## src/pkg/pwr_defs.svh

```systemverilog
`ifndef PWR_DEFS_SVH
`define PWR_DEFS_SVH
`define CLK_PERIOD_NS      100'd10
`define LONG_PRESS_S       4
`define LONG_PRESS_CYC     (`LONG_PRESS_S * 100000000)
`define DEBOUNCE_US        10
`define DEBOUNCE_CYC       (`DEBOUNCE_US * 1000 / 10)
`define CMD_NONE           3'h0
`define CMD_S1             3'h1
`define CMD_S2             3'h2
`define CMD_S3             3'h3
`define CMD_S4             3'h4
`define CMD_S5             3'h5
`define WAKE_LAN           0
`define WAKE_PME           1
`define WAKE_SW            2
`define WAKE_RTC           3
`define WAKE_SER           4
`define WAKE_PS2           5
`define WAKE_USB           6
`define WAKE_N             7
`endif

```

## src/pkg/pwr_pkg.sv

```systemverilog
package pwr_pkg;
    typedef enum logic [2:0] {
        ST_S0 = 3'h0,
        ST_S1 = 3'h1,
        ST_S3 = 3'h3,
        ST_S4 = 3'h4,
        ST_S5 = 3'h5
    } pwr_state_e;
    typedef logic [2:0] sleep_cmd_t;
endpackage

```

## src/rtl/power_state_wake_controller.sv

```systemverilog
`timescale 1ns/10ps
`include "pwr_defs.svh"
// Function
// - A switch press shorter than four seconds turns soft-off on, working to sleep, and sleep back on.
// - A press of four seconds or more while working or sleeping forces soft-off without software.
// - LAN and the power event request wake from S1, S3 and S4, and from S5 only when enabled.
// - Switch and RTC alarm wake from all sleep states; serial, PS/2 and USB only from S1 and S3.
// - Wake from S5 by LAN or the power event request is disabled after reset until software enables it.
// - Software commands all normal transitions; the block moves alone only on switch overrides and wakes.
// - A software soft-off command removes main power, leaving only standby wake logic alive.
// - Only S1, S3, S4 and S5 are accepted as sleep states; a request for S2 is refused.
// - USB activity counts as a wake event only from S1 and S3.
module power_state_wake_controller #(
    parameter int unsigned LONG_PRESS_CYCLES = `LONG_PRESS_CYC,
    parameter int unsigned DEBOUNCE_CYCLES   = `DEBOUNCE_CYC
) (
    // clock and reset
    input  wire logic               clk,
    input  wire logic               reset_n,
    // front panel
    input  wire logic               power_switch,
    // wake sources
    input  wire logic               lan_wake,
    input  wire logic               power_event_wake_request,
    input  wire logic               rtc_alarm,
    input  wire logic               serial_wake,
    input  wire logic               ps2_wake,
    input  wire logic               usb_wake,
    // software
    input  wire logic               s5_lan_pme_enable,
    input  wire logic               sleep_cmd_valid,
    input  wire pwr_pkg::sleep_cmd_t sleep_cmd,
    // status
    output logic                    sleep_cmd_reject,
    output pwr_pkg::pwr_state_e     pwr_state,
    output logic                    main_power_on,
    output logic                    wake_event
);
    import pwr_pkg::*;

    // ------------------------------------------------------------
    // switch debounce and press timing
    // ------------------------------------------------------------
    logic        sw_stable_r;
    logic [31:0] db_cnt_r;
    logic [31:0] press_cnt_r;
    logic        long_done_r;
    pwr_state_e  state_r;
    pwr_state_e  state_nxt;
    logic        reject_r;
    logic        wake_r;
    logic        power_r;

    wire db_diff    = (power_switch != sw_stable_r);
    wire db_expired = db_diff && (db_cnt_r >= DEBOUNCE_CYCLES - 1);
    wire sw_rel     = db_expired && sw_stable_r;
    // a long press acts while still held so the override never waits on the release
    wire long_hit   = sw_stable_r && !long_done_r &&
                      (press_cnt_r == LONG_PRESS_CYCLES - 1);
    wire short_rel  = sw_rel && !long_done_r;

    always_ff @(posedge clk or negedge reset_n) begin
        if (!reset_n) begin
            sw_stable_r <= 1'b0;
            db_cnt_r    <= '0;
        end else begin
            sw_stable_r <= db_expired ? power_switch : sw_stable_r;
            db_cnt_r    <= (db_diff && !db_expired) ? db_cnt_r + 32'd1 : '0;
        end
    end

    always_ff @(posedge clk or negedge reset_n) begin
        if (!reset_n) begin
            press_cnt_r <= '0;
            long_done_r <= 1'b0;
        end else if (!sw_stable_r) begin
            press_cnt_r <= '0;
            long_done_r <= 1'b0;
        end else begin
            press_cnt_r <= long_done_r ? press_cnt_r : press_cnt_r + 32'd1;
            long_done_r <= long_done_r | long_hit;
        end
    end

    // ------------------------------------------------------------
    // wake qualification
    // ------------------------------------------------------------
    wire in_s1s3    = (state_r == ST_S1) || (state_r == ST_S3);
    wire in_sleep   = in_s1s3 || (state_r == ST_S4);
    wire in_s5      = (state_r == ST_S5);
    // enable is a live level from software; it is low out of reset by the caller's register
    wire lanpme_any = lan_wake | power_event_wake_request;
    wire wake_lp    = lanpme_any && (in_sleep || (in_s5 && s5_lan_pme_enable));
    wire wake_rtc   = rtc_alarm && (in_sleep || in_s5);
    wire wake_usb   = usb_wake && in_s1s3;
    wire wake_slow  = (serial_wake | ps2_wake) && in_s1s3;
    wire wake_any   = wake_lp | wake_rtc | wake_usb | wake_slow;

    // ------------------------------------------------------------
    // software command decode
    // ------------------------------------------------------------
    wire cmd_legal  = (sleep_cmd == `CMD_S1) || (sleep_cmd == `CMD_S3) ||
                      (sleep_cmd == `CMD_S4) || (sleep_cmd == `CMD_S5);
    wire cmd_take   = sleep_cmd_valid && cmd_legal && (state_r == ST_S0);
    wire cmd_bad    = sleep_cmd_valid && !cmd_take;

    // ------------------------------------------------------------
    // state machine
    // ------------------------------------------------------------
    always_comb begin
        state_nxt = state_r;
        case (state_r)
            ST_S0: begin
                if (long_hit) begin
                    state_nxt = ST_S5;
                end else if (short_rel) begin
                    state_nxt = ST_S1;
                end else if (cmd_take) begin
                    state_nxt = pwr_state_e'(sleep_cmd);
                end
            end
            ST_S1, ST_S3, ST_S4: begin
                if (long_hit) begin
                    state_nxt = ST_S5;
                end else if (short_rel || wake_any) begin
                    state_nxt = ST_S0;
                end
            end
            ST_S5: begin
                if (short_rel || wake_any) begin
                    state_nxt = ST_S0;
                end
            end
            default: state_nxt = ST_S5;
        endcase
    end

    always_ff @(posedge clk or negedge reset_n) begin
        if (!reset_n) begin
            state_r  <= ST_S5;
            reject_r <= 1'b0;
            wake_r   <= 1'b0;
            power_r  <= 1'b0;
        end else begin
            state_r  <= state_nxt;
            reject_r <= cmd_bad;
            wake_r   <= wake_any && (state_nxt == ST_S0) && !short_rel;
            // taken from the next state so the rail enable moves with the state, glitch free
            power_r  <= (state_nxt == ST_S0) || (state_nxt == ST_S1);
        end
    end

    assign pwr_state        = state_r;
    assign main_power_on    = power_r;
    assign sleep_cmd_reject = reject_r;
    assign wake_event       = wake_r;
endmodule

```

## config.mk

```make
export PLATFORM = sky130hd
export DESIGN_NAME = power_state_wake_controller
export DESIGN_NICKNAME = d
export VERILOG_FILES = /design/src/pkg/pwr_pkg.sv /design/src/rtl/power_state_wake_controller.sv
export VERILOG_INCLUDE_DIRS = /design/src /design/src/pkg
export SDC_FILE = /design/constraint.sdc
export NUM_CORES = 1
export LEC_CHECK = 0
export BUFFER_PORTS_ARGS = -buffer_cell sky130_fd_sc_hd__buf_2
export CORE_AREA = 2 2 76 107
export CTS_CLUSTER_DIAMETER = 120
export CTS_CLUSTER_SIZE = 24
export DETAILED_ROUTE_END_ITERATION = 10
export DIE_AREA = 0 0 78 109
export PLACE_DENSITY = 0.62
export SYNTH_ARGS = -nofsm -noshare
export SYNTH_HDL_FRONTEND = slang
export SYNTH_SLANG_ARGS = --single-unit
```

## constraint.sdc

```tcl
create_clock -name clk -period 2.1 [get_ports clk]
set_clock_uncertainty 0.1 [all_clocks]
set_input_delay 0.105 -clock clk [delete_from_list [all_inputs] [get_ports clk]]
set_output_delay 0.105 -clock clk [all_outputs]
set_load 0.05 [all_outputs]
```

==> Yosys cells after proc, flatten, opt, wreduce, memory -nomap -nowiden <==
Index checks and enable logic that the tools add are counted.
{ "totals": {"output_inout_bits": 6, "reg_bits": 72, "wordCells": 71, "in_bits": 14} }
{ "classes": {"n_addsub": 2, "n_bitwise": 6, "n_reduce_logical": 32, "eq_ne": 12, "n_mux": 10, "order_cmp": 1} }
{ "ops": {"columns": ["cell", "n"], "rows": [
  ["32-bit 2-to-1 mux", 3],
  ["32-bit by 1-bit adder with 32-bit output, second input constant", 2],
  ["32-bit by 29-bit equality test with 1-bit output, second input constant", 1],
  ["32-bit by 10-bit >= comparator with 1-bit output, second input constant", 1],
  ["1-bit logical AND", 16],
  ["3-bit 2-to-1 mux", 5],
  ["3-bit equality test, second input constant", 4],
  ["3-bit by 1-bit equality test with 1-bit output, second input constant", 3],
  ["1-bit logical OR", 9],
  ["3-bit one-hot mux with 3 select lines", 1],
  ["3-bit by 2-bit equality test with 1-bit output, second input constant", 2],
  ["3-bit zero test", 2],
  ["1-bit OR", 6],
  ["1-bit zero test", 4],
  ["3-bit OR reduction", 1],
  ["2-bit inequality test, second input constant", 1],
  ["1-bit 2-to-1 mux", 1],
  ["1-bit inequality test", 1]
]} }

==> Depth between registers and ports, before layout <==
{ "logic_depth": {"depth_word": 15, "mapped_depth": 7, "depth_no_buf": 6} }

==> Worst setup path after synthesis <==
No wires, ideal clock.
{ "synth_path": {"path_kind": "flip-flop to flip-flop", "start": "reg press_cnt_r[0]", "end": "reg wake_r (netlist: wake_event)", "path_stages_with_launch": 7, "t_required_ns": 1.880, "arrival_ns": 1.835, "slack_ns": 0.045, "path_buffers": 0, "cell_sequence": "dfrtp_1 -> ha_1 -> and4b_1 -> nand4_1 -> or4_4 -> o21bai_2 -> and3b_1"} }
{ "synth_via": {"elab_chain_len": 7, "elab_cells_between_ends": 8, "cone_classes": "eq/ne (1); mux (3); reduce/logical (4)"} }
{ "synth_lines": {"columns": ["item", "line", "rtl"], "rows": [
  ["start: declaration", "power_state_wake_controller.sv:46", "logic [31:0] press_cnt_r;"],
  ["start signal: assignment", "power_state_wake_controller.sv:80", "press_cnt_r <= long_done_r ? press_cnt_r : press_cnt_r + 32'd1;"],
  ["32-bit by 29-bit equality test with 1-bit output *", "power_state_wake_controller.sv:59", "(press_cnt_r == LONG_PRESS_CYCLES - 1);"],
  ["1-bit logical AND *", "power_state_wake_controller.sv:58", "wire long_hit = sw_stable_r && !long_done_r &&"],
  ["3-bit 2-to-1 mux (on tied branches)", "power_state_wake_controller.sv:123, power_state_wake_controller.sv:114", null],
  ["3-bit one-hot mux with 3 select lines *", "power_state_wake_controller.sv:112", "case (state_r)"],
  ["3-bit zero test *", "power_state_wake_controller.sv:147", "wake_r <= wake_any && (state_nxt == ST_S0) && !short_rel;"],
  ["1-bit logical AND * (2 in series)", "power_state_wake_controller.sv:147", null],
  ["end signal: assignment", "power_state_wake_controller.sv:147", null],
  ["end: declaration", "power_state_wake_controller.sv:51", "logic wake_r;"]
]} }
Mark *: on every way between the ends. The rest lies on a longest branch, timed or not.
A chain may end at the register's enable or synchronous reset.

==> Final worst setup path <==
{ "layout_path": {"start": "reg press_cnt_r[21]", "end": "reg wake_r (netlist: wake_event)"} }
The elaborated chain is that of the path after synthesis.

==> summary.md <==
| Metric | Value |
|---|---|
| Peak VDD IR | 388 uV |
| Max transition margin | 0.653 |
| # diodes | 0 |
| Register bit total from synthesis | 72 |
| Ys async rst share | 1.00 |
| Worst setup path category | reg -> reg |
| Reg clk slew, reported paths | 0.07 ns |
| Setup crit start | press_cnt_r[21] |
| Vias in the first global route | 2,415 |
| Syn Std Cell Area | 3300 um^2 |
| DRT Wirelength | 6.25 mm |
| CP endpoint kind | register |
| XOR/XNOR Fraction of Synth Area | 0.0742 |
| Nets@finish | 398 |
| Min-delay worst type | in -> reg |
| Outcome | complete, no violations |
| Most common cell in the netlist | dfrtp_1 |
| Largest net degree at the start of global routing | 73 |
| Via density | 5.01 |
| Transition time of the tightest slew-check pin | 0.514 ns |
| Largest cells by area after synthesis | dfrtp_1, xor2_1, nand2_1, and2_1, xnor2_1 |
| Initial DRC count | 123 |
| Post-synth top area share | 0.530 |
| Crit path required time | 2.24 ns |
| DP HPWL | 4.29 mm |
| Routed Antenna Nets | 0 |
| Num ports | 20 |
| GR Util All Layers | 0.165 |
| Initial antenna violation count | 0 |
| Arr. time, crit path | 2.14 ns |
| Vias post-DR | 2,436 |
| Combinational family with the most area after synthesis | simple AND/OR/NAND/NOR gates |
| Crit start category | register |
| Placed cells | 467 |
| Max_cap viols | 0 |
| Leakage power | 1.89 nW |
| Final TNS setup | 0 ns |
| Mux cell area share after synthesis | 0.0277 |
| GRT overflow | 0 |
| Pre-antenna DRT Iters | 4 |
| Routability cong. | 0.806 |
| Share of post-route cells with drive strength above 1 | 0.161 |
| Ys Warns | 0 |
| Yosys cell types | 45 |
| Adder-Cell Fraction of Synth Area | 0.00758 |
| Minimum clock period | 2.00 ns |
| Die width | 78 um |
| Post-synth top flop | dfrtp_1 |
| Post-Syn Instances | 315 |
| Max FO, Critical Path | 5 |
| Cell Pwr Density | 816 nW/um^2 |
| Synth Area per Inst | 10.5 um^2 |
| First-pass GRT wire length | 10.9 mm |
| P&R area growth vs syn | 22.8% |
| Post-synthesis compound-gate area fraction | 0.0663 |
| Root buf cell | clkbuf_8 |
| Top cells by count, synth | dfrtp_1, nand2_1, and2_1, nor2_1, xor2_1 |
| Hold Crit Start | rtc_alarm |
| Worst r2r src | press_cnt_r[21] |
| RSZ-0062 raised after global routing | false |
| Clk sinks | 72 |
| Clk_lat worst skew | 0.35 ns |
| Final setup viols | 0 |
| Fmax | 500 MHz |
| Buffer count from post-CTS setup fixing | 0 |
| Area leader, netlist | dfrtp_1 |
| Die footprint | 8500 um^2 |
| Core Area | 7610 um^2 |
| Seq/Total Area, Yosys | 0.546 |
| DRC errors left | 0 |
| Die H | 109 um |
| CTS Buf Count | 9 |
| CTS tree | built |
| Period utilisation layout | 0.952 |
| Row count | 38 |
| H-tree levels | 3 |
| Post-synth EDFFs | 0 |
| Max Root-Sink Buffers | 2 |
| Initial core utilization | 0.434 |
| Final Hold Viols | 0 |
| Routed length per instance | 12.8 um |
| Slew Limit Fails | 0 |
| Port bufs | 19 |
| Simple-gate share of the synthesized area | 0.257 |
| Layout Cells excl Fill | 486 |
flip-flops by register name, summed over array words and instances (netlist names):
name              cells
press_cnt_r          32
wake_event            1
sleep_cmd_reject      1
pwr_state             3
long_done_r           1
sw_stable_r           1
main_power_on         1
db_cnt_r             32
power by group:
group	internal (mW)	leakage, nW	total, mW	switching, mW
Clock	0.907	0.127	1.41	0.501
Combinational	0.133	0.827	0.394	0.261
Sequential	1.46	0.935	1.51	0.0548
Total	2.50	1.89	3.31	0.817
worst paths after layout:
check | depth (start not counted) | endpoint | slack [ns]
max in group asynchronous | 3 | pwr_state[2] | 1.37
min | 4 | wake_event | 0.05
max | 5 | wake_event | 0.10
min in group asynchronous | 3 | db_cnt_r[22] | 0.21
max reg2reg | 5 | wake_event | 0.10
min reg2reg | 1 | db_cnt_r[0] | 0.39
cells by family (layout without fill, tap and decap cells):
family	after synthesis	count (layout)
xor+xnor	28	28
flops	72	72
fa+ha+maj	2	2
simple gates	156	156
buf+inv	17	67
other cells	1	22
compound gates	30	30
mux	9	9
worst max-delay path, cell delays in order, from the launching register on:
cell,delay [ns]
dfrtp_1,0.41
nor4b_1,0.32
nand4_1,0.14
or4_4,0.58
o21bai_4,0.17
and3b_1,0.18
cell usage in the layout, fill, tap and decap left out, types with 4 or more instances in the layout:
master | Yosys | final
a21boi_0 | 6 | 6
and2_1 | 19 | 19
and3_1 | 6 | 6
and4_1 | 5 | 5
buf_2 | 1 | 19
buf_4 | 0 | 21
bufinv_16 | 0 | 4
clkbuf_8 | 0 | 9
conb_1 | 1 | 22
dfrtp_1 | 70 | 70
dlygate4sd3_1 | 0 | 4
inv_1 | 7 | 7
mux2i_1 | 8 | 8
nand2_1 | 32 | 32
nand2b_1 | 10 | 10
nand3_1 | 15 | 15
nand4_1 | 12 | 12
nor2_1 | 18 | 18
nor2b_1 | 5 | 5
nor3_1 | 10 | 10
nor4_1 | 11 | 9
o21ai_0 | 7 | 7
or3_1 | 7 | 7
xnor2_1 | 12 | 12
xor2_1 | 16 | 16
per-stage QoR:
step                      total power [mW]   util  cell area [um^2]  setup WS [ns]  hold WS [ns]
after CTS                             3.35  0.531              4040         0.0274        0.0291
after global routing                  3.46  0.533              4060        0.00430        0.0588
final                                 3.31  0.533              4060          0.100        0.0465
after detailed placement              1.92  0.492              3740         0.0335        0.0630
after floorplan                       1.79      -              3380         0.0454        -0.291
after global placement                1.92  0.492              3740         0.0743        0.0594
final cells by class:
cell class | instances | area (um^2)
clock inverters | 5 | 129
multi-input cells | 247 | 1530
well taps | 100 | 125
clock buffers | 10 | 128
flip-flops and latches | 72 | 1800
fillers | 677 | 3550
repair buffers | 45 | 313
inverters | 7 | 26.3
repair_timing:
item,in CTS,in global routing
endpoints found under the hold margin,75,0
hold buffers,4,0
gates resized for setup,0,3
endpoints found under the setup margin,0,2
layer usage:
layer,share of wire,vias up,global-route usage
met4,0.015,0,0.0677
met2,0.50,31,0.279
met3,0.028,7,0.0472
met5,0,-,0
met1,0.46,1184,0.197
li1,-,1214,-
(Power assumes the default switching activity.)
